--- config.mk ---
export PLATFORM = sky130hd
export DESIGN_NAME = qsoc_top
export DESIGN_NICKNAME = d
export VERILOG_FILES = /design/src/qsoc_pkg.sv /design/src/qsoc_sync.sv /design/src/qsoc_top.sv
export SDC_FILE = /design/constraint.sdc
export NUM_CORES = 1
export LEC_CHECK = 0
export ABC_AREA = 1
export BUFFER_PORTS_ARGS = -buffer_cell sky130_fd_sc_hd__buf_2
export CORE_UTILIZATION = 50
export CTS_CLUSTER_DIAMETER = 80
export CTS_CLUSTER_SIZE = 12
export DETAILED_ROUTE_END_ITERATION = 10
export PLACE_DENSITY_LB_ADDON = 0.08
export SYNTH_ARGS = -nofsm -noshare
export SYNTH_HDL_FRONTEND = slang
export SYNTH_HIERARCHICAL = 1
export SYNTH_SLANG_ARGS = --single-unit
export TNS_END_PERCENT = 30
--- constraint.sdc ---
create_clock -name clk_i -period 1.1 [get_ports clk_i]
set_input_delay 0.165 -clock clk_i [delete_from_list [all_inputs] [get_ports clk_i]]
set_output_delay 0.165 -clock clk_i [all_outputs]
set_load 0.02 [all_outputs]
--- src/qsoc_pkg.sv ---
// Purpose: Shared constants for the quad switch output control block
// Assumes: Frame of one byte, command nibble first, MSB first on the wire
// Notes:   Command codes use H = 1, L = 0
package qsoc_pkg;
  localparam int unsigned FRAME_BITS   = 8;
  localparam int unsigned CHANNELS     = 4;
  localparam int unsigned CMD_MSB      = 7;
  localparam int unsigned CMD_LSB      = 4;
  localparam logic [3:0]  CMD_DIAG     = 4'h0;
  localparam logic [3:0]  CMD_READBACK = 4'hc;
  localparam logic [3:0]  CMD_ECHO     = 4'ha;
  localparam logic [3:0]  CMD_OR       = 4'h3;
  localparam logic [3:0]  CMD_AND      = 4'hf;
  localparam logic [7:0]  SHIFT_RESET  = 8'h00;
  localparam logic [3:0]  OUT_RESET    = 4'h0;
  localparam logic        MODE_RESET   = 1'b0;
  localparam logic        MODE_OR      = 1'b0;
  localparam logic        MODE_AND     = 1'b1;
  localparam logic [1:0]  DIAG_NORMAL  = 2'h3;
  localparam int unsigned SYNC_STAGES  = 2;
  // Pin lanes {sclk, cs_n, si, strap, in4..in1}: select and strap idle high
  localparam logic [7:0]  SYNC_IDLE    = 8'h50;
endpackage

--- src/qsoc_sync.sv ---
// Purpose: Two-stage synchroniser for pin inputs
// Assumes: Inputs are asynchronous to clk_i
// Notes:   First stage is read only by the second stage
`timescale 1ns/1ps
module qsoc_sync #(
  parameter int unsigned      WIDTH   = 1,
  parameter logic [WIDTH-1:0] RST_VAL = '0
) (
  input  wire logic             clk_i,    // System clock
  input  wire logic             rst_n_i,  // Async reset, active low
  input  wire logic [WIDTH-1:0] async_i,  // Pin levels
  output logic      [WIDTH-1:0] sync_o    // Synchronised levels
);
  logic [WIDTH-1:0] meta_q;
  logic [WIDTH-1:0] sync_q;

  always_ff @(posedge clk_i or negedge rst_n_i)
  begin
    if (!rst_n_i)
    begin
      // Each lane resets to its pin's idle level to avoid a false edge on release
      meta_q <= RST_VAL;
      sync_q <= RST_VAL;
    end
    else
    begin
      meta_q <= async_i;
      sync_q <= meta_q;
    end
  end

  assign sync_o = sync_q;
endmodule

--- src/qsoc_top.sv ---
// Purpose: Command decoder and output stage control of a four channel switch
// Assumes: Serial clock and chip select much slower than clk_i, sampled here
// Notes:   Serial output driven only while chip select is low
`timescale 1ns/1ps
module qsoc_top (
  input  wire logic       clk_i,                      // System clock 100 MHz
  input  wire logic       rst_n_i,                    // Reset pin, active low
  input  wire logic       spi_sclk_i,                 // Serial clock pin
  input  wire logic       spi_cs_n_i,                 // Chip select pin, active low
  input  wire logic       spi_si_i,                   // Serial data in pin
  output logic            spi_so_o,                   // Serial data out
  output logic            spi_so_oe_o,                // Serial out enable, high drives
  input  wire logic       input_polarity_strap_i,     // High: parallel inputs active high
  input  wire logic       parallel_channel_input_1_i, // Parallel input channel 1
  input  wire logic       parallel_channel_input_2_i, // Parallel input channel 2
  input  wire logic       parallel_channel_input_3_i, // Parallel input channel 3
  input  wire logic       parallel_channel_input_4_i, // Parallel input channel 4
  input  wire logic [7:0] diag_status_i,              // Full diagnosis, two bits per channel
  input  wire logic [3:0] channel_fault_flag_i,       // Per channel fault, high = fault
  output logic            power_channel_output_1_o,   // Output channel 1 on
  output logic            power_channel_output_2_o,   // Output channel 2 on
  output logic            power_channel_output_3_o,   // Output channel 3 on
  output logic            power_channel_output_4_o,   // Output channel 4 on
  output logic            mode_and_o                  // Latched mode, high = AND
);
  localparam int unsigned NSYNC = 8;

  logic [NSYNC-1:0] pins_async;
  logic [NSYNC-1:0] pins_sync;
  logic             sclk_s;
  logic             cs_n_s;
  logic             si_s;
  logic             strap_s;
  logic [3:0]       par_s;

  assign pins_async = {spi_sclk_i, spi_cs_n_i, spi_si_i, input_polarity_strap_i,
                       parallel_channel_input_4_i, parallel_channel_input_3_i,
                       parallel_channel_input_2_i, parallel_channel_input_1_i};

  // Chip select and strap reset to their idle-high levels, so reset release
  // neither fakes a frame edge nor flips the input polarity for two cycles
  qsoc_sync #(
    .WIDTH   (NSYNC),
    .RST_VAL (qsoc_pkg::SYNC_IDLE)
  ) u_sync (
    .clk_i   (clk_i),
    .rst_n_i (rst_n_i),
    .async_i (pins_async),
    .sync_o  (pins_sync)
  );

  assign sclk_s  = pins_sync[7];
  assign si_s    = pins_sync[5];
  assign strap_s = pins_sync[4];
  assign par_s   = pins_sync[3:0];

  assign cs_n_s = pins_sync[6];

  // Chip select idle value after reset is high; a second flop gives a clean edge history
  logic cs_n_q;
  logic sclk_q;

  always_ff @(posedge clk_i or negedge rst_n_i)
  begin
    if (!rst_n_i)
    begin
      cs_n_q <= 1'b1;
      sclk_q <= 1'b0;
    end
    else
    begin
      cs_n_q <= cs_n_s;
      sclk_q <= sclk_s;
    end
  end

  logic cs_fall;
  logic cs_rise;
  logic sclk_fall;
  logic sclk_rise;
  logic selected;

  assign selected  = ~cs_n_s & ~cs_n_q;
  assign cs_fall   = cs_n_q & ~cs_n_s;
  assign cs_rise   = ~cs_n_q & cs_n_s;
  assign sclk_fall = selected & sclk_q & ~sclk_s;
  assign sclk_rise = selected & ~sclk_q & sclk_s;

  // Parallel inputs made active high
  logic [3:0] par_active;
  assign par_active = strap_s ? par_s : ~par_s;

  function automatic logic is_special(input logic [3:0] cmd);
    is_special = (cmd == qsoc_pkg::CMD_DIAG) || (cmd == qsoc_pkg::CMD_READBACK) ||
                 (cmd == qsoc_pkg::CMD_ECHO);
  endfunction

  // Receive shift register
  logic [7:0] rx_q;

  always_ff @(posedge clk_i or negedge rst_n_i)
  begin
    if (!rst_n_i)
    begin
      rx_q <= qsoc_pkg::SHIFT_RESET;
    end
    else if (sclk_fall)
    begin
      rx_q <= {rx_q[6:0], si_s};
    end
  end

  // Transmit shift register; echo flag set by previous frame
  logic       echo_q;
  logic       readback_q;
  logic [7:0] tx_q;
  logic       so_q;

  always_ff @(posedge clk_i or negedge rst_n_i)
  begin
    if (!rst_n_i)
    begin
      tx_q <= qsoc_pkg::SHIFT_RESET;
      so_q <= 1'b0;
    end
    else if (cs_fall)
    begin
      if (readback_q)
      begin
        tx_q <= {par_active, ~channel_fault_flag_i};
        so_q <= par_active[3];
      end
      else
      begin
        tx_q <= diag_status_i;
        so_q <= diag_status_i[7];
      end
    end
    else if (sclk_rise)
    begin
      tx_q <= {tx_q[6:0], 1'b1};
      so_q <= tx_q[6];
    end
  end

  // Echo path passes the synchronised serial input si_s; the loop opens at the frame end
  assign spi_so_o    = echo_q ? si_s : so_q;
  assign spi_so_oe_o = ~cs_n_q;

  // Frame end: decode command, latch mode and data
  logic [3:0] cmd;
  logic [3:0] data;
  logic       frame_done;
  logic       mode_q;
  logic [3:0] buf_q;
  logic [2:0] bit_cnt_q;
  logic       full_q;

  assign cmd  = rx_q[qsoc_pkg::CMD_MSB:qsoc_pkg::CMD_LSB];
  assign data = rx_q[3:0];

  always_ff @(posedge clk_i or negedge rst_n_i)
  begin
    if (!rst_n_i)
    begin
      bit_cnt_q <= 3'h0;
      full_q    <= 1'b0;
    end
    else if (cs_fall)
    begin
      bit_cnt_q <= 3'h0;
      full_q    <= 1'b0;
    end
    else if (sclk_fall)
    begin
      bit_cnt_q <= bit_cnt_q + 3'h1;
      if (bit_cnt_q == 3'(qsoc_pkg::FRAME_BITS - 1))
      begin
        full_q <= 1'b1;
      end
    end
  end

  // Short frames carry no valid command and are dropped
  assign frame_done = cs_rise & full_q;

  always_ff @(posedge clk_i or negedge rst_n_i)
  begin
    if (!rst_n_i)
    begin
      echo_q     <= 1'b0;
      readback_q <= 1'b0;
    end
    else if (frame_done)
    begin
      echo_q     <= (cmd == qsoc_pkg::CMD_ECHO);
      readback_q <= (cmd == qsoc_pkg::CMD_READBACK);
    end
    else if (cs_rise)
    begin
      echo_q     <= 1'b0;
      readback_q <= 1'b0;
    end
  end

  // Diagnosis-only is a one-frame no-op, so nothing persists for it
  always_ff @(posedge clk_i or negedge rst_n_i)
  begin
    if (!rst_n_i)
    begin
      mode_q <= qsoc_pkg::MODE_RESET;
    end
    else if (frame_done)
    begin
      if (cmd == qsoc_pkg::CMD_OR)
      begin
        mode_q <= qsoc_pkg::MODE_OR;
      end
      else if (cmd == qsoc_pkg::CMD_AND)
      begin
        mode_q <= qsoc_pkg::MODE_AND;
      end
    end
  end

  always_ff @(posedge clk_i or negedge rst_n_i)
  begin
    if (!rst_n_i)
    begin
      buf_q <= qsoc_pkg::OUT_RESET;
    end
    else if (frame_done && !is_special(cmd))
    begin
      buf_q <= data;
    end
  end

  // Per channel latch, combined with the mode in force after this frame
  logic [3:0] out_q;
  logic [3:0] out_d;

  assign out_d = mode_q ? (par_active & buf_q) : (par_active | buf_q);

  always_ff @(posedge clk_i or negedge rst_n_i)
  begin
    if (!rst_n_i)
    begin
      out_q <= qsoc_pkg::OUT_RESET;
    end
    else
    begin
      out_q <= out_d;
    end
  end

  assign power_channel_output_1_o = out_q[0];
  assign power_channel_output_2_o = out_q[1];
  assign power_channel_output_3_o = out_q[2];
  assign power_channel_output_4_o = out_q[3];
  assign mode_and_o               = mode_q;
endmodule

**Word-level counts from Yosys, hierarchy flattened**

Index checks and enable logic that the tools add are counted.
W data, S select, Z words.

- Bits in registers: 49
- Bits of input ports: 22
- Logic and storage cells: 67

- $add $sub $neg: 1
- Equal/unequal tests: 5
- Mux-type cells: 19
- Bitwise operators: 16
- Reduce and logical (&&, ||, !) cells: 12

Operators with widths:

| cell | number |
|---|---|
| $mux W7 | 3 |
| $eq A4 B4 Y1 const B | 3 |
| $mux W1 | 12 |
| $reduce_bool A2 Y1 | 5 |
| $and A1 B1 Y1 | 8 |
| $mux W4 | 2 |
| $not A4 Y4 | 2 |
| $mux W3 | 2 |
| $and A4 B4 Y4 | 1 |
| $eq A4 B2 Y1 const B | 1 |
| $logic_not A4 Y1 | 1 |
| $not A1 Y1 | 4 |
| $or A4 B4 Y4 | 1 |
| $reduce_and A2 Y1 | 2 |
| $add A3 B1 Y3 const B | 1 |
| $eq A3 B3 Y1 const B | 1 |
| $logic_or A1 B1 Y1 | 2 |
| $logic_and A1 B1 Y1 | 1 |
| $logic_not A1 Y1 | 1 |

**Longest topological paths before layout**

Gate-level depths: netlist of run 1.

- Depth after elaboration: 6
- Depth in mapped cells: 7
- Depth with buffers taken out: 7

**Hierarchy**

Netlist of run 1, hierarchy kept.

By module, submodules not included:

| module | times used | cells an instance | area each (µm²) | sequential area each (µm²) |
|---|---|---|---|---|
| qsoc_top | 1 | 209 | 1620.3 | 827.0 |
| qsoc_sync | 1 | 16 | 405.4 | 405.4 |

**Worst setup path before layout of run 1**

Ideal clock, no wire load.

- Kind: flip-flop to flip-flop
- Start point: register u_sync.sync_q[6], in the netlist u_sync/sync_o[6]
- End point: register buf_q[0]
- Library setup time: 117 ps
- Arrival: 1061 ps
- Path slack: -78 ps
- Cell stages (with the launch flop): 6
- Buffers on the path: 0
- Clock period less this slack: 1178 ps
- Path through: dfstp_2 nand3_1 nor2_2 nand2_1 nand2_1 nand2_1

- Word-level cells in the longest chain between the ends: 3

RTL lines:

| what | RTL line | RTL |
|---|---|---|
| start, declared | qsoc_sync.sv:15 | `logic [WIDTH-1:0] sync_q;` |
| start signal, assigned | qsoc_sync.sv:28 | `sync_q <= meta_q;` |
| $and A1 B1 Y1 | qsoc_top.sv:85 | `assign cs_rise = ~cs_n_q & cs_n_s;` |
| $and A1 B1 Y1 | qsoc_top.sv:185 | `assign frame_done = cs_rise & full_q;` |
| $logic_and A1 B1 Y1 | qsoc_top.sv:232 | `else if (frame_done && !is_special(cmd))` |
| end signal, assigned | qsoc_top.sv:230 | `buf_q <= qsoc_pkg::OUT_RESET;` |
| end signal, assigned | qsoc_top.sv:234 | `buf_q <= data;` |
| end, declared | qsoc_top.sv:155 | `logic [3:0] buf_q;` |

Every way passes these cells.
A chain may end at the register's enable or synchronous reset.

**Final worst setup path of run 1**

- Start point: register cs_n_q
- End point: register bit_cnt_q[0]

- Word-level cells in the longest chain between the ends: 5
- Elaborated cells between the ends (all ways): 7
- Those cells by class: 1 x mux; 5 x bitwise; 1 x reduce/logical

RTL lines:

| what | RTL line | RTL |
|---|---|---|
| start, declared | qsoc_top.sv:60 | `logic cs_n_q;` |
| start signal, assigned | qsoc_top.sv:72 | `cs_n_q <= cs_n_s;` |
| $not A1 Y1 | qsoc_top.sv:83 | `assign selected = ~cs_n_s & ~cs_n_q;` |
| $and A1 B1 Y1 | qsoc_top.sv:83 |  |
| $and A1 B1 Y1 (2 in series) | qsoc_top.sv:86 | `assign sclk_fall = selected & sclk_q & ~sclk_s;` |
| $reduce_bool A2 Y1 (no source line) | -- |  |
| end signal, assigned | qsoc_top.sv:176 | `bit_cnt_q <= bit_cnt_q + 3'h1;` |
| end, declared | qsoc_top.sv:156 | `logic [2:0] bit_cnt_q;` |

Parallel ways exist; a longest one is shown, timed or not.

==> flow_metrics.env, run 1 <==
export IMPL_drv_slew=0
export IMPL_routedWlPerCell_microns=11.78
export IMPL_fin_area_sq_um=2738
export IMPL_cp_end_kind="flip-flop"
export IMPL_initialDrtViolationCount=85
export IMPL_path_clk_slew_ns=0.09
export IMPL_via_per_inst=4.701
export IMPL_regToRegEndpoint="bit_cnt_q[0]$_DFFE_PN0P_"
export IMPL_placed_cell_area_sq_um=2350
export IMPL_syn_num_nets=249
export IMPL_grt_total_usage=0.1965
export IMPL_most_common_layout_cells="nand2_1, dfrtp_1, buf_2"
export IMPL_highest_layer="met4"
export IMPL_mostFrequentLayoutCell="nand2_1"
export IMPL_grt_pass1_vias=1374
export IMPL_cp_endpoint="bit_cnt_q[0]$_DFFE_PN0P_"
export IMPL_netlist_area_sq_um=2026
export IMPL_die_w_microns=65.65
export IMPL_critPathArrivalTime_ns=1.47
export IMPL_ir_worst_vdd_mv=0.9168
export IMPL_pre_cts_slack_ns=-0.1395
export IMPL_worst_pin_slew_ns=0.3714
export IMPL_p_comb_frac=0.156
export IMPL_cts_tree="done"
export IMPL_hold_viol=0
export IMPL_antenna_cells=0
export IMPL_critPathRequiredTime_ns=1.29
export IMPL_grt_overflow=0
export IMPL_reg2regPathDepth=6
export IMPL_routed_wirelength_mm=3.947
export IMPL_netlist_area_leader_share=0.5435
export IMPL_hold_slack_ns=0.1003
export IMPL_regToRegStartpoint="cs_n_q$_DFF_PN1_"
export IMPL_worst_setup_path_start_kind="flip-flop"
export IMPL_initial_utilization=0.5372
export IMPL_period_share=1.165
export IMPL_via_count=1575
export IMPL_n_fill_cell=255
export IMPL_power_frac_seq=0.522
export IMPL_areaGrowthSynthToFinish_pct=35.15
export IMPL_fin_util=0.7259
export IMPL_htreeDepth=2
export IMPL_multi_input_area_sq_um=770.7
export IMPL_clock_sinks=49
export IMPL_drive_gt1_frac=0.3171
export IMPL_antenna_found_initial=0
export IMPL_avgSynthCellArea_sq_um=9.003
export IMPL_grt_max_degree=50
export IMPL_ant_nets=0
export IMPL_period_minus_slack_ns=1.282
export IMPL_cts_root_buffer="clkbuf_8"
export IMPL_p_switching_uw=1024
export IMPL_grt_first_pass_wirelength_mm=6.216
export IMPL_met3_length_microns=148
export IMPL_drt_pass1_iterations=4
export IMPL_synth_cell_types=18
export IMPL_setup_slack_ns=-0.1819
export IMPL_rsz0062_at_grt="yes"
export IMPL_yosysWarnings=6
export IMPL_ios=29
export IMPL_violations="negative setup slack"
export IMPL_clock_latency_ns=0.30
export IMPL_fin_skew_ns=0.007697
export IMPL_power_density_nw_per_um2=1476
export IMPL_setup_violations=29
export IMPL_power_frac_clock=0.322
export IMPL_fp_dieH_microns=65.65
export IMPL_synth_area_leaders="dfrtp_1, nand2_1, dfstp_2, nand3_1, nor2_1"
export IMPL_post_synth_inst_count=225
export IMPL_clockBufferDepth=2
export IMPL_seqCellArea_sq_um=1234
export IMPL_cts_buffers_inserted=5
export IMPL_dp_hpwl_mm=2.513
export IMPL_wl_met2_mm=1.850
export IMPL_ys_seq_area_frac=0.6084
export IMPL_tns_ns=-4.035
export IMPL_num_rows=22
export IMPL_outcome="finished, violations left"
export IMPL_slew_headroom=0.7498
export IMPL_critPathMaxFanout=8
export IMPL_die_area_sq_um=4310
export IMPL_r2r_setup_slack_ns=-0.18
export IMPL_holdCritPathClass="input pin to flip-flop"
export IMPL_critPathKind="flip-flop to flip-flop"
export IMPL_p_sw_frac=0.2534
export IMPL_fmax_mhz=780.1
export IMPL_p_int_uw=3018
export IMPL_leakage_uw=0.001395
export IMPL_fin_nets=310
export IMPL_coreArea_sq_um=3771
export IMPL_crit_start="cs_n_q$_DFF_PN1_"
export IMPL_m1WireLength_mm=1.916
export IMPL_ys_seq_elements=49
export IMPL_synth_top_cell_by_area="dfrtp_1"
export IMPL_hold_path_cell_count=3
export IMPL_numPortBuffers=28
export IMPL_gp_congestion=0.8064
export IMPL_cap_violations=0
export IMPL_drc=0
power by group through the flow:
stage               registers (uW)  logic [uW]  clock network, uW
detailed placement            2140         528                  0
global placement              2130         519                  0
global route                  2130         709               1420
floorplan                     2120         306                  0
CTS                           2100         577               1330
finish                        2110         631               1300
metal layers:
layer  track usage  vias to the layer above
li1              -                      831
met1        0.2718                      705
met2        0.2946                       35
met3       0.05729                        4
met4       0.06522                        0
met5             0                        -
cells in the mapped netlist, drive strengths merged:
cell type / n
a21oi: 9
buf: 3
dfrtp: 44
dfstp: 5
ha: 2
inv: 24
nand2: 65
nand3: 22
nor2: 30
o21ai: 16
o21bai: 4
xor2: 1
kinds of logic (layout without fill, tap and decap cells):
family | Yosys count | count (layout) | synth area share
AND/OR/NAND/NOR | 117 | 117 | 0.2378
flip-flops | 49 | 49 | 0.6084
AO/OA/AOI/OAI | 29 | 29 | 0.08215
buffers and inverters | 27 | 89 | 0.05497
adder cells (fa/ha/maj) | 2 | 2 | 0.01235
XOR/XNOR | 1 | 1 | 0.004324
final cells by class:
class | instances | share of cell area
Clock buffer | 7 | 0.03154
Clock inverter | 1 | 0.01097
Inverter | 24 | 0.03382
Multi-Input combinational cell | 149 | 0.2815
Sequential cell | 49 | 0.4506
Tap cell | 48 | 0.02194
Timing Repair Buffer | 57 | 0.1696
timing repair:
item,CTS,global route
pin swaps,3,6
buffers inserted,3,2
setup endpoints to repair,27,32
gates cloned,0,2
gates resized for setup,14,20
endpoints found under the hold margin,52,0
hold buffers,9,0
per-stage QoR:
stage / power, uW / cells
2_1_floorplan: 2425 / 225
3_3_place_gp: 2652 / 311
3_5_place_dp: 2666 / 311
4_1_cts: 4011 / 331
5_1_grt: 4256 / 335
6_report: 4042 / 335
worst min path at each step:
stage	slack (ns)	from	to
5_1_grt	0.14	diag_status_i[0]	tx_q[0]$_DFFE_PN0P_
3_3_place_gp	0.17	rst_n_i	out_q[1]$_DFF_PN0_
4_1_cts	0.1	diag_status_i[0]	tx_q[0]$_DFFE_PN0P_
2_1_floorplan	-0.13	rst_n_i	bit_cnt_q[0]$_DFFE_PN0P_
3_5_place_dp	0.17	rst_n_i	out_q[1]$_DFF_PN0_
6_report	0.10	diag_status_i[0]	tx_q[0]$_DFFE_PN0P_
worst max-delay path, cell delays in order, from the launching register on:
cell	delay [ns]
dfstp_2	0.56
inv_4	0.04
buf_6	0.11
nor2_4	0.19
buf_4	0.15
buf_4	0.09
nor2_1	0.04
registers in the layout (all words and copies together), names as in the netlist:
name,count
buf_q,4
tx_q,7
sclk_q,1
echo_q,1
u_sync/sync_o,8
mode_and_o,1
rx_q,8
u_sync/meta_q,8
readback_q,1
full_q,1
out_q,4
so_q,1
bit_cnt_q,3
cs_n_q,1
Note: power is estimated with default switching activity, not from simulation.
==> run 2: changes to the inputs <==
==> constraint.sdc (replaced) <==
create_clock -name clk_i -period 1.1 [get_ports clk_i]
set_input_delay 0.22 -clock clk_i [delete_from_list [all_inputs] [get_ports clk_i]]
set_output_delay 0.22 -clock clk_i [all_outputs]
set_load 0.02 [all_outputs]
==> run 2 against run 1 <==
Against the previous run: the run still ends with negative setup slack left; critical path depth decreased by 3; via count increased by 2.0%; power increased by 4.3%; register-to-register slack got worse by 0.02 ns; routed wire length increased by 1.2%; sequential share of layout area increased by 0.54 points; clock skew increased by 0.0032 ns; largest cell class unchanged.
==> flow_metrics.env, run 2 (same netlist as run 1, synthesis figures left out) <==
export IMPL_antenna_found_initial=0
export IMPL_initial_utilization=0.5372
export IMPL_clock_sinks=49
export IMPL_leakage_uw=0.001373
export IMPL_fin_util=0.7173
export IMPL_cap_violations=0
export IMPL_n_fill_cell=298
export IMPL_ant_nets=0
export IMPL_crit_start="cs_n_q$_DFF_PN1_"
export IMPL_cp_end_kind="output pin"
export IMPL_ios=29
export IMPL_via_per_inst=4.911
export IMPL_gp_congestion=0.8188
export IMPL_via_count=1606
export IMPL_worst_setup_path_start_kind="flip-flop"
export IMPL_drv_slew=0
export IMPL_areaGrowthSynthToFinish_pct=33.54
export IMPL_antenna_cells=0
export IMPL_holdCritPathClass="input pin to flip-flop"
export IMPL_critPathArrivalTime_ns=1.12
export IMPL_violations="negative setup slack"
export IMPL_mostFrequentLayoutCell="nand2_1"
export IMPL_power_frac_clock=0.349
export IMPL_routedWlPerCell_microns=12.22
export IMPL_hold_slack_ns=0.01710
export IMPL_period_minus_slack_ns=1.339
export IMPL_routed_wirelength_mm=3.995
export IMPL_cts_root_buffer="clkbuf_8"
export IMPL_grt_first_pass_wirelength_mm=6.168
export IMPL_p_switching_uw=1047
export IMPL_dp_hpwl_mm=2.493
export IMPL_critPathMaxFanout=2
export IMPL_holdCritStartpoint="spi_cs_n_i"
export IMPL_setup_slack_ns=-0.2388
export IMPL_p_sw_frac=0.2484
export IMPL_grt_overflow=0
export IMPL_coreArea_sq_um=3771
export IMPL_fin_area_sq_um=2705
export IMPL_placed_cell_area_sq_um=2357
export IMPL_drt_pass1_iterations=4
export IMPL_grt_total_usage=0.1905
export IMPL_path_clk_slew_ns=0.09
export IMPL_cts_tree="done"
export IMPL_clockBufferDepth=2
export IMPL_fp_dieH_microns=65.65
export IMPL_power_density_nw_per_um2=1558
export IMPL_clock_latency_ns=0.30
export IMPL_slew_headroom=0.8149
export IMPL_rsz0062_at_grt="yes"
export IMPL_grt_max_degree=50
export IMPL_die_w_microns=65.65
export IMPL_critPathRequiredTime_ns=0.88
export IMPL_fin_nets=302
export IMPL_htreeDepth=2
export IMPL_power_total_uw=4215
export IMPL_setup_violations=29
export IMPL_hold_viol=0
export IMPL_most_common_layout_cells="nand2_1, dfrtp_1, buf_2"
export IMPL_die_area_sq_um=4310
export IMPL_period_share=1.217
export IMPL_fin_skew_ns=0.01085
export IMPL_num_rows=22
export IMPL_drc=0
export IMPL_p_comb_frac=0.148
export IMPL_numPortBuffers=28
export IMPL_grt_pass1_vias=1388
export IMPL_fmax_mhz=746.9
export IMPL_drive_gt1_frac=0.3369
export IMPL_regToRegStartpoint="cs_n_q$_DFF_PN1_"
export IMPL_tns_ns=-4.434
export IMPL_outcome="finished, violations left"
export IMPL_initialDrtViolationCount=96
export IMPL_p_int_uw=3168
export IMPL_critPathKind="flip-flop to output pin"
export IMPL_ir_worst_vdd_mv=0.8985
export IMPL_worst_pin_slew_ns=0.2766
export IMPL_power_frac_seq=0.503
export IMPL_cts_buffers_inserted=5
## run 2: layer usage
| metal | up-vias | share of wire | GRT usage |
|---|---|---|---|
| met1 | 750 | 0.46 | 0.2737 |
| li1 | 817 | - | - |
| met2 | 34 | 0.49 | 0.2870 |
| met5 | - | 0 | 0 |
| met4 | 0 | 0.011 | 0.04076 |
| met3 | 5 | 0.033 | 0.05208 |
## run 2: path summary, 6_finish.rpt
kind	endpoint	slack (ns)	cells past startpoint
max	spi_so_oe_o	-0.24	3
min	u_sync/meta_q[6]$_DFF_PN1_	0.02	1
max reg2reg	rx_q[3]$_DFFE_PN0P_	-0.20	7
min reg2reg	u_sync/sync_o[3]$_DFF_PN0_	0.34	0
max in group asynchronous	u_sync/sync_o[6]$_DFF_PN1_	0.39	3
min in group asynchronous	tx_q[5]$_DFFE_PN0P_	0.43	3
## run 2: per-stage QoR
step           setup slack (ns)  instances
3_5_place_dp            -0.1067        312
3_3_place_gp           -0.07448        312
6_report                -0.2388        327
4_1_cts                 -0.2306        323
2_1_floorplan          -0.02489        225
5_1_grt                 -0.2742        327
## run 2: repair_timing
action	CTS	global route
endpoints found under the hold margin	44	1
hold buffers	1	1
pin swaps	4	8
cloned	0	2
resized for setup	14	25
buffers inserted	2	1
endpoints found under the setup margin	28	33
## run 2: final cells by class
type | instances | area, sq um | area share
Timing Repair Buffer | 49 | 396.6 | 0.1466
Inverter | 24 | 90.09 | 0.03330
Sequential cell | 49 | 1234 | 0.4561
Clock buffer | 5 | 68.82 | 0.02544
Clock inverter | 3 | 65.06 | 0.02405
Multi-Input combinational cell | 149 | 790.8 | 0.2923
Tap cell | 48 | 60.06 | 0.02220
## run 2: power groups by stage
stage                     clock network [uW]  registers (uW)  logic [uW]
after floorplan                            0            2120         306
after global placement                     0            2130         522
after detailed placement                   0            2130         533
after CTS                               1500            2100         566
after global routing                    1590            2150         700
final                                   1470            2120         625
## run 2: worst max-delay path, cell delays in order (launching register included)
cell     delay, ns
dfstp_2       0.55
inv_2         0.05
buf_6         0.10
buf_6         0.12
==> run 3: changes to the inputs <==
--- a/config.mk
+++ b/config.mk
@@ -5,7 +5,6 @@
 export SDC_FILE = /design/constraint.sdc
 export NUM_CORES = 1
 export LEC_CHECK = 0
-export ABC_AREA = 1
 export BUFFER_PORTS_ARGS = -buffer_cell sky130_fd_sc_hd__buf_2
 export CORE_UTILIZATION = 50
 export CTS_CLUSTER_DIAMETER = 80
==> run 3 against run 2 <==
Against the previous run: the flow still finishes with violations (negative setup slack); count of clock-buffer cells in the layout increased by 3; combinational power shrank 14%; power shrank 12%; first-iteration DRC count down 19%; clock power decreased by 28%; global-route usage is 2.0 points higher; largest power group unchanged; sequential power is essentially flat; sequential share of layout area grew 3.2 points; synthesized cell count decreased by 32%; clock skew fell by 0.0034 ns; die area is 3.2% lower.
==> flow_metrics.env, run 3 <==
export IMPL_grt_pass1_vias=1393
export IMPL_yosysWarnings=6
export IMPL_drc=0
export IMPL_outcome="finished, violations left"
export IMPL_pre_cts_slack_ns=-0.4181
export IMPL_drt_pass1_iterations=4
export IMPL_drv_slew=0
export IMPL_hold_slack_ns=0.01837
export IMPL_synth_cell_types=30
export IMPL_gp_congestion=0.7766
export IMPL_critPathKind="flip-flop to flip-flop"
export IMPL_setup_slack_ns=-0.3556
export IMPL_htreeDepth=2
export IMPL_clockBufferDepth=2
export IMPL_initialDrtViolationCount=78
export IMPL_die_area_sq_um=4171
export IMPL_post_synth_inst_count=154
export IMPL_drive_gt1_frac=0.4306
export IMPL_clock_latency_ns=0.30
export IMPL_routed_wirelength_mm=3.895
export IMPL_synth_area_leaders="dfrtp_1, dfstp_2, mux2_2, nand2_1, o21ai_0"
export IMPL_cp_end_kind="flip-flop"
export IMPL_via_per_inst=5.043
export IMPL_cts_root_buffer="clkbuf_8"
export IMPL_grt_first_pass_wirelength_mm=6.375
export IMPL_netlist_area_leader_share=0.5623
export IMPL_grt_overflow=0
export IMPL_ys_seq_area_frac=0.6294
export IMPL_reg2regPathDepth=4
export IMPL_initial_utilization=0.5269
export IMPL_synthFlopType="dfrtp_1"
export IMPL_critPathMaxFanout=4
export IMPL_netlist_area_sq_um=1958
export IMPL_ant_nets=0
export IMPL_ios=29
export IMPL_critPathRequiredTime_ns=1.29
export IMPL_rsz0062_at_grt="yes"
export IMPL_hold_path_cell_count=1
export IMPL_antenna_found_initial=0
export IMPL_fin_nets=232
export IMPL_fmax_mhz=687.0
export IMPL_routedWlPerCell_microns=15.16
export IMPL_cts_tree="done"
export IMPL_period_minus_slack_ns=1.456
export IMPL_syn_num_nets=178
export IMPL_path_clk_slew_ns=0.08
export IMPL_worst_pin_slew_ns=0.5062
export IMPL_avgSynthCellArea_sq_um=12.72
export IMPL_async_reset_ff_frac=1.000
export IMPL_setup_violations=33
export IMPL_leakage_uw=0.001201
export IMPL_period_share=1.323
export IMPL_cts_buffers_inserted=5
export IMPL_power_density_nw_per_um2=1464
export IMPL_dp_hpwl_mm=2.773
export IMPL_num_rows=22
export IMPL_tns_ns=-7.367
export IMPL_fp_dieH_microns=64.58
export IMPL_n_fill_cell=297
export IMPL_mostFrequentLayoutCell="dfrtp_1"
export IMPL_numPortBuffers=28
export IMPL_cap_violations=0
export IMPL_via_count=1296
export IMPL_clock_sinks=49
export IMPL_fin_util=0.6791
export IMPL_violations="negative setup slack"
export IMPL_ir_worst_vdd_mv=1.134
export IMPL_synth_most_common_cell="dfrtp_1"
export IMPL_synth_top_cell_by_area="dfrtp_1"
export IMPL_hold_viol=0
export IMPL_coreArea_sq_um=3716
export IMPL_areaGrowthSynthToFinish_pct=28.88
export IMPL_slew_headroom=0.6625
export IMPL_die_w_microns=64.58
export IMPL_grt_max_degree=30
export IMPL_grt_total_usage=0.2109
export IMPL_holdCritPathClass="input pin to flip-flop"
export IMPL_synth_edf_count=0
export IMPL_most_common_layout_cells="dfrtp_1, buf_2, buf_4"
export IMPL_fin_skew_ns=0.007458
export IMPL_critPathArrivalTime_ns=1.64
export IMPL_antenna_cells=0
export IMPL_ys_seq_elements=49
export IMPL_worst_setup_path_start_kind="flip-flop"
export IMPL_yosys_top_cells_count="dfrtp_1, nand2_1, o21ai_0, inv_1, mux2_2"
==> run 3: cell types whose count changed after synthesis, sizes merged, moves of 5 or more <==
cell,before,now
nor2,30,7
nand3,22,1
o21ai,16,11
mux2,0,13
inv,24,10
xnor2,0,6
nand2,65,17
==> run 3: where the power goes <==
part / switching, uW / total, uW / internal, uW
logic: 260 / 540 / 280
registers: 120 / 2100 / 1980
clock network: 546 / 1060 / 513
==> run 3: repair_timing <==
action	4_1_cts	5_1_grt
resized for setup	12	22
setup endpoints to repair	33	34
pin swaps	1	2
hold endpoints to repair	11	1
buffers inserted	1	2
hold buffers	1	1
==> run 3: layout make-up <==
class | count | area [sq um] | share of cell area
multi-input combinational | 89 | 730.7 | 0.2895
sequential | 49 | 1232 | 0.4883
clock buffer | 8 | 90.09 | 0.03570
inverter | 10 | 37.54 | 0.01487
tap | 48 | 60.06 | 0.02380
timing repair buffer | 53 | 372.9 | 0.1477
==> run 3: layer usage <==
layer,global-route usage,routed length (microns),vias up,part of all wire
li1,-,-,627,-
met1,0.2571,1736,641,0.45
met2,0.3579,1996,24,0.51
met3,0.06866,125,4,0.032
met4,0.05833,36,0,0.0092
met5,0,0,-,0
==> run 3: kinds of logic (layout without fill, tap and decap cells) <==
| kind of cell | count (synthesis) | after routing | share of synthesized area |
|---|---|---|---|
| muxes | 16 | 16 | 0.09010 |
| adders and majority gates | 6 | 6 | 0.03323 |
| DFF | 49 | 49 | 0.6294 |
| buffers and inverters | 16 | 71 | 0.03642 |
| and+or+nand+nor | 33 | 33 | 0.09201 |
| AOI/OAI and AO/OA | 28 | 28 | 0.09202 |
| xor gates and xnor gates | 6 | 6 | 0.02684 |
==> run 3: final timing paths <==
kind | startpoint | end | slack (ns)
worst max-delay path | u_sync/sync_o[6]$_DFF_PN1_ | buf_q[2]$_DFFE_PN0P_ | -0.36
worst min-delay path | spi_cs_n_i | u_sync/meta_q[6]$_DFF_PN1_ | 0.02
worst max register to register | u_sync/sync_o[6]$_DFF_PN1_ | buf_q[2]$_DFFE_PN0P_ | -0.36
worst min register to register | u_sync/meta_q[2]$_DFF_PN0_ | u_sync/sync_o[2]$_DFF_PN0_ | 0.35
max in group asynchronous | rst_n_i | rx_q[7]$_DFFE_PN0P_ | 0.22
min in group asynchronous | rst_n_i | u_sync/sync_o[2]$_DFF_PN0_ | 0.38
==> run 3: worst max-delay path: stages (launching register included) <==
cell	delay, ns
dfstp_2	0.54
and3b_2	0.22
nand2b_4	0.06
a21oi_4	0.20
mux2_4	0.32
==> run 3: through the flow <==
step           cell area, sq um  power, uW  cells
3_5_place_dp               2300       2607    244
2_1_floorplan              1971       2359    154
3_3_place_gp               2300       2566    244
6_report                   2524       3695    257
5_1_grt                    2524       3881    257
4_1_cts                    2439       3686    254
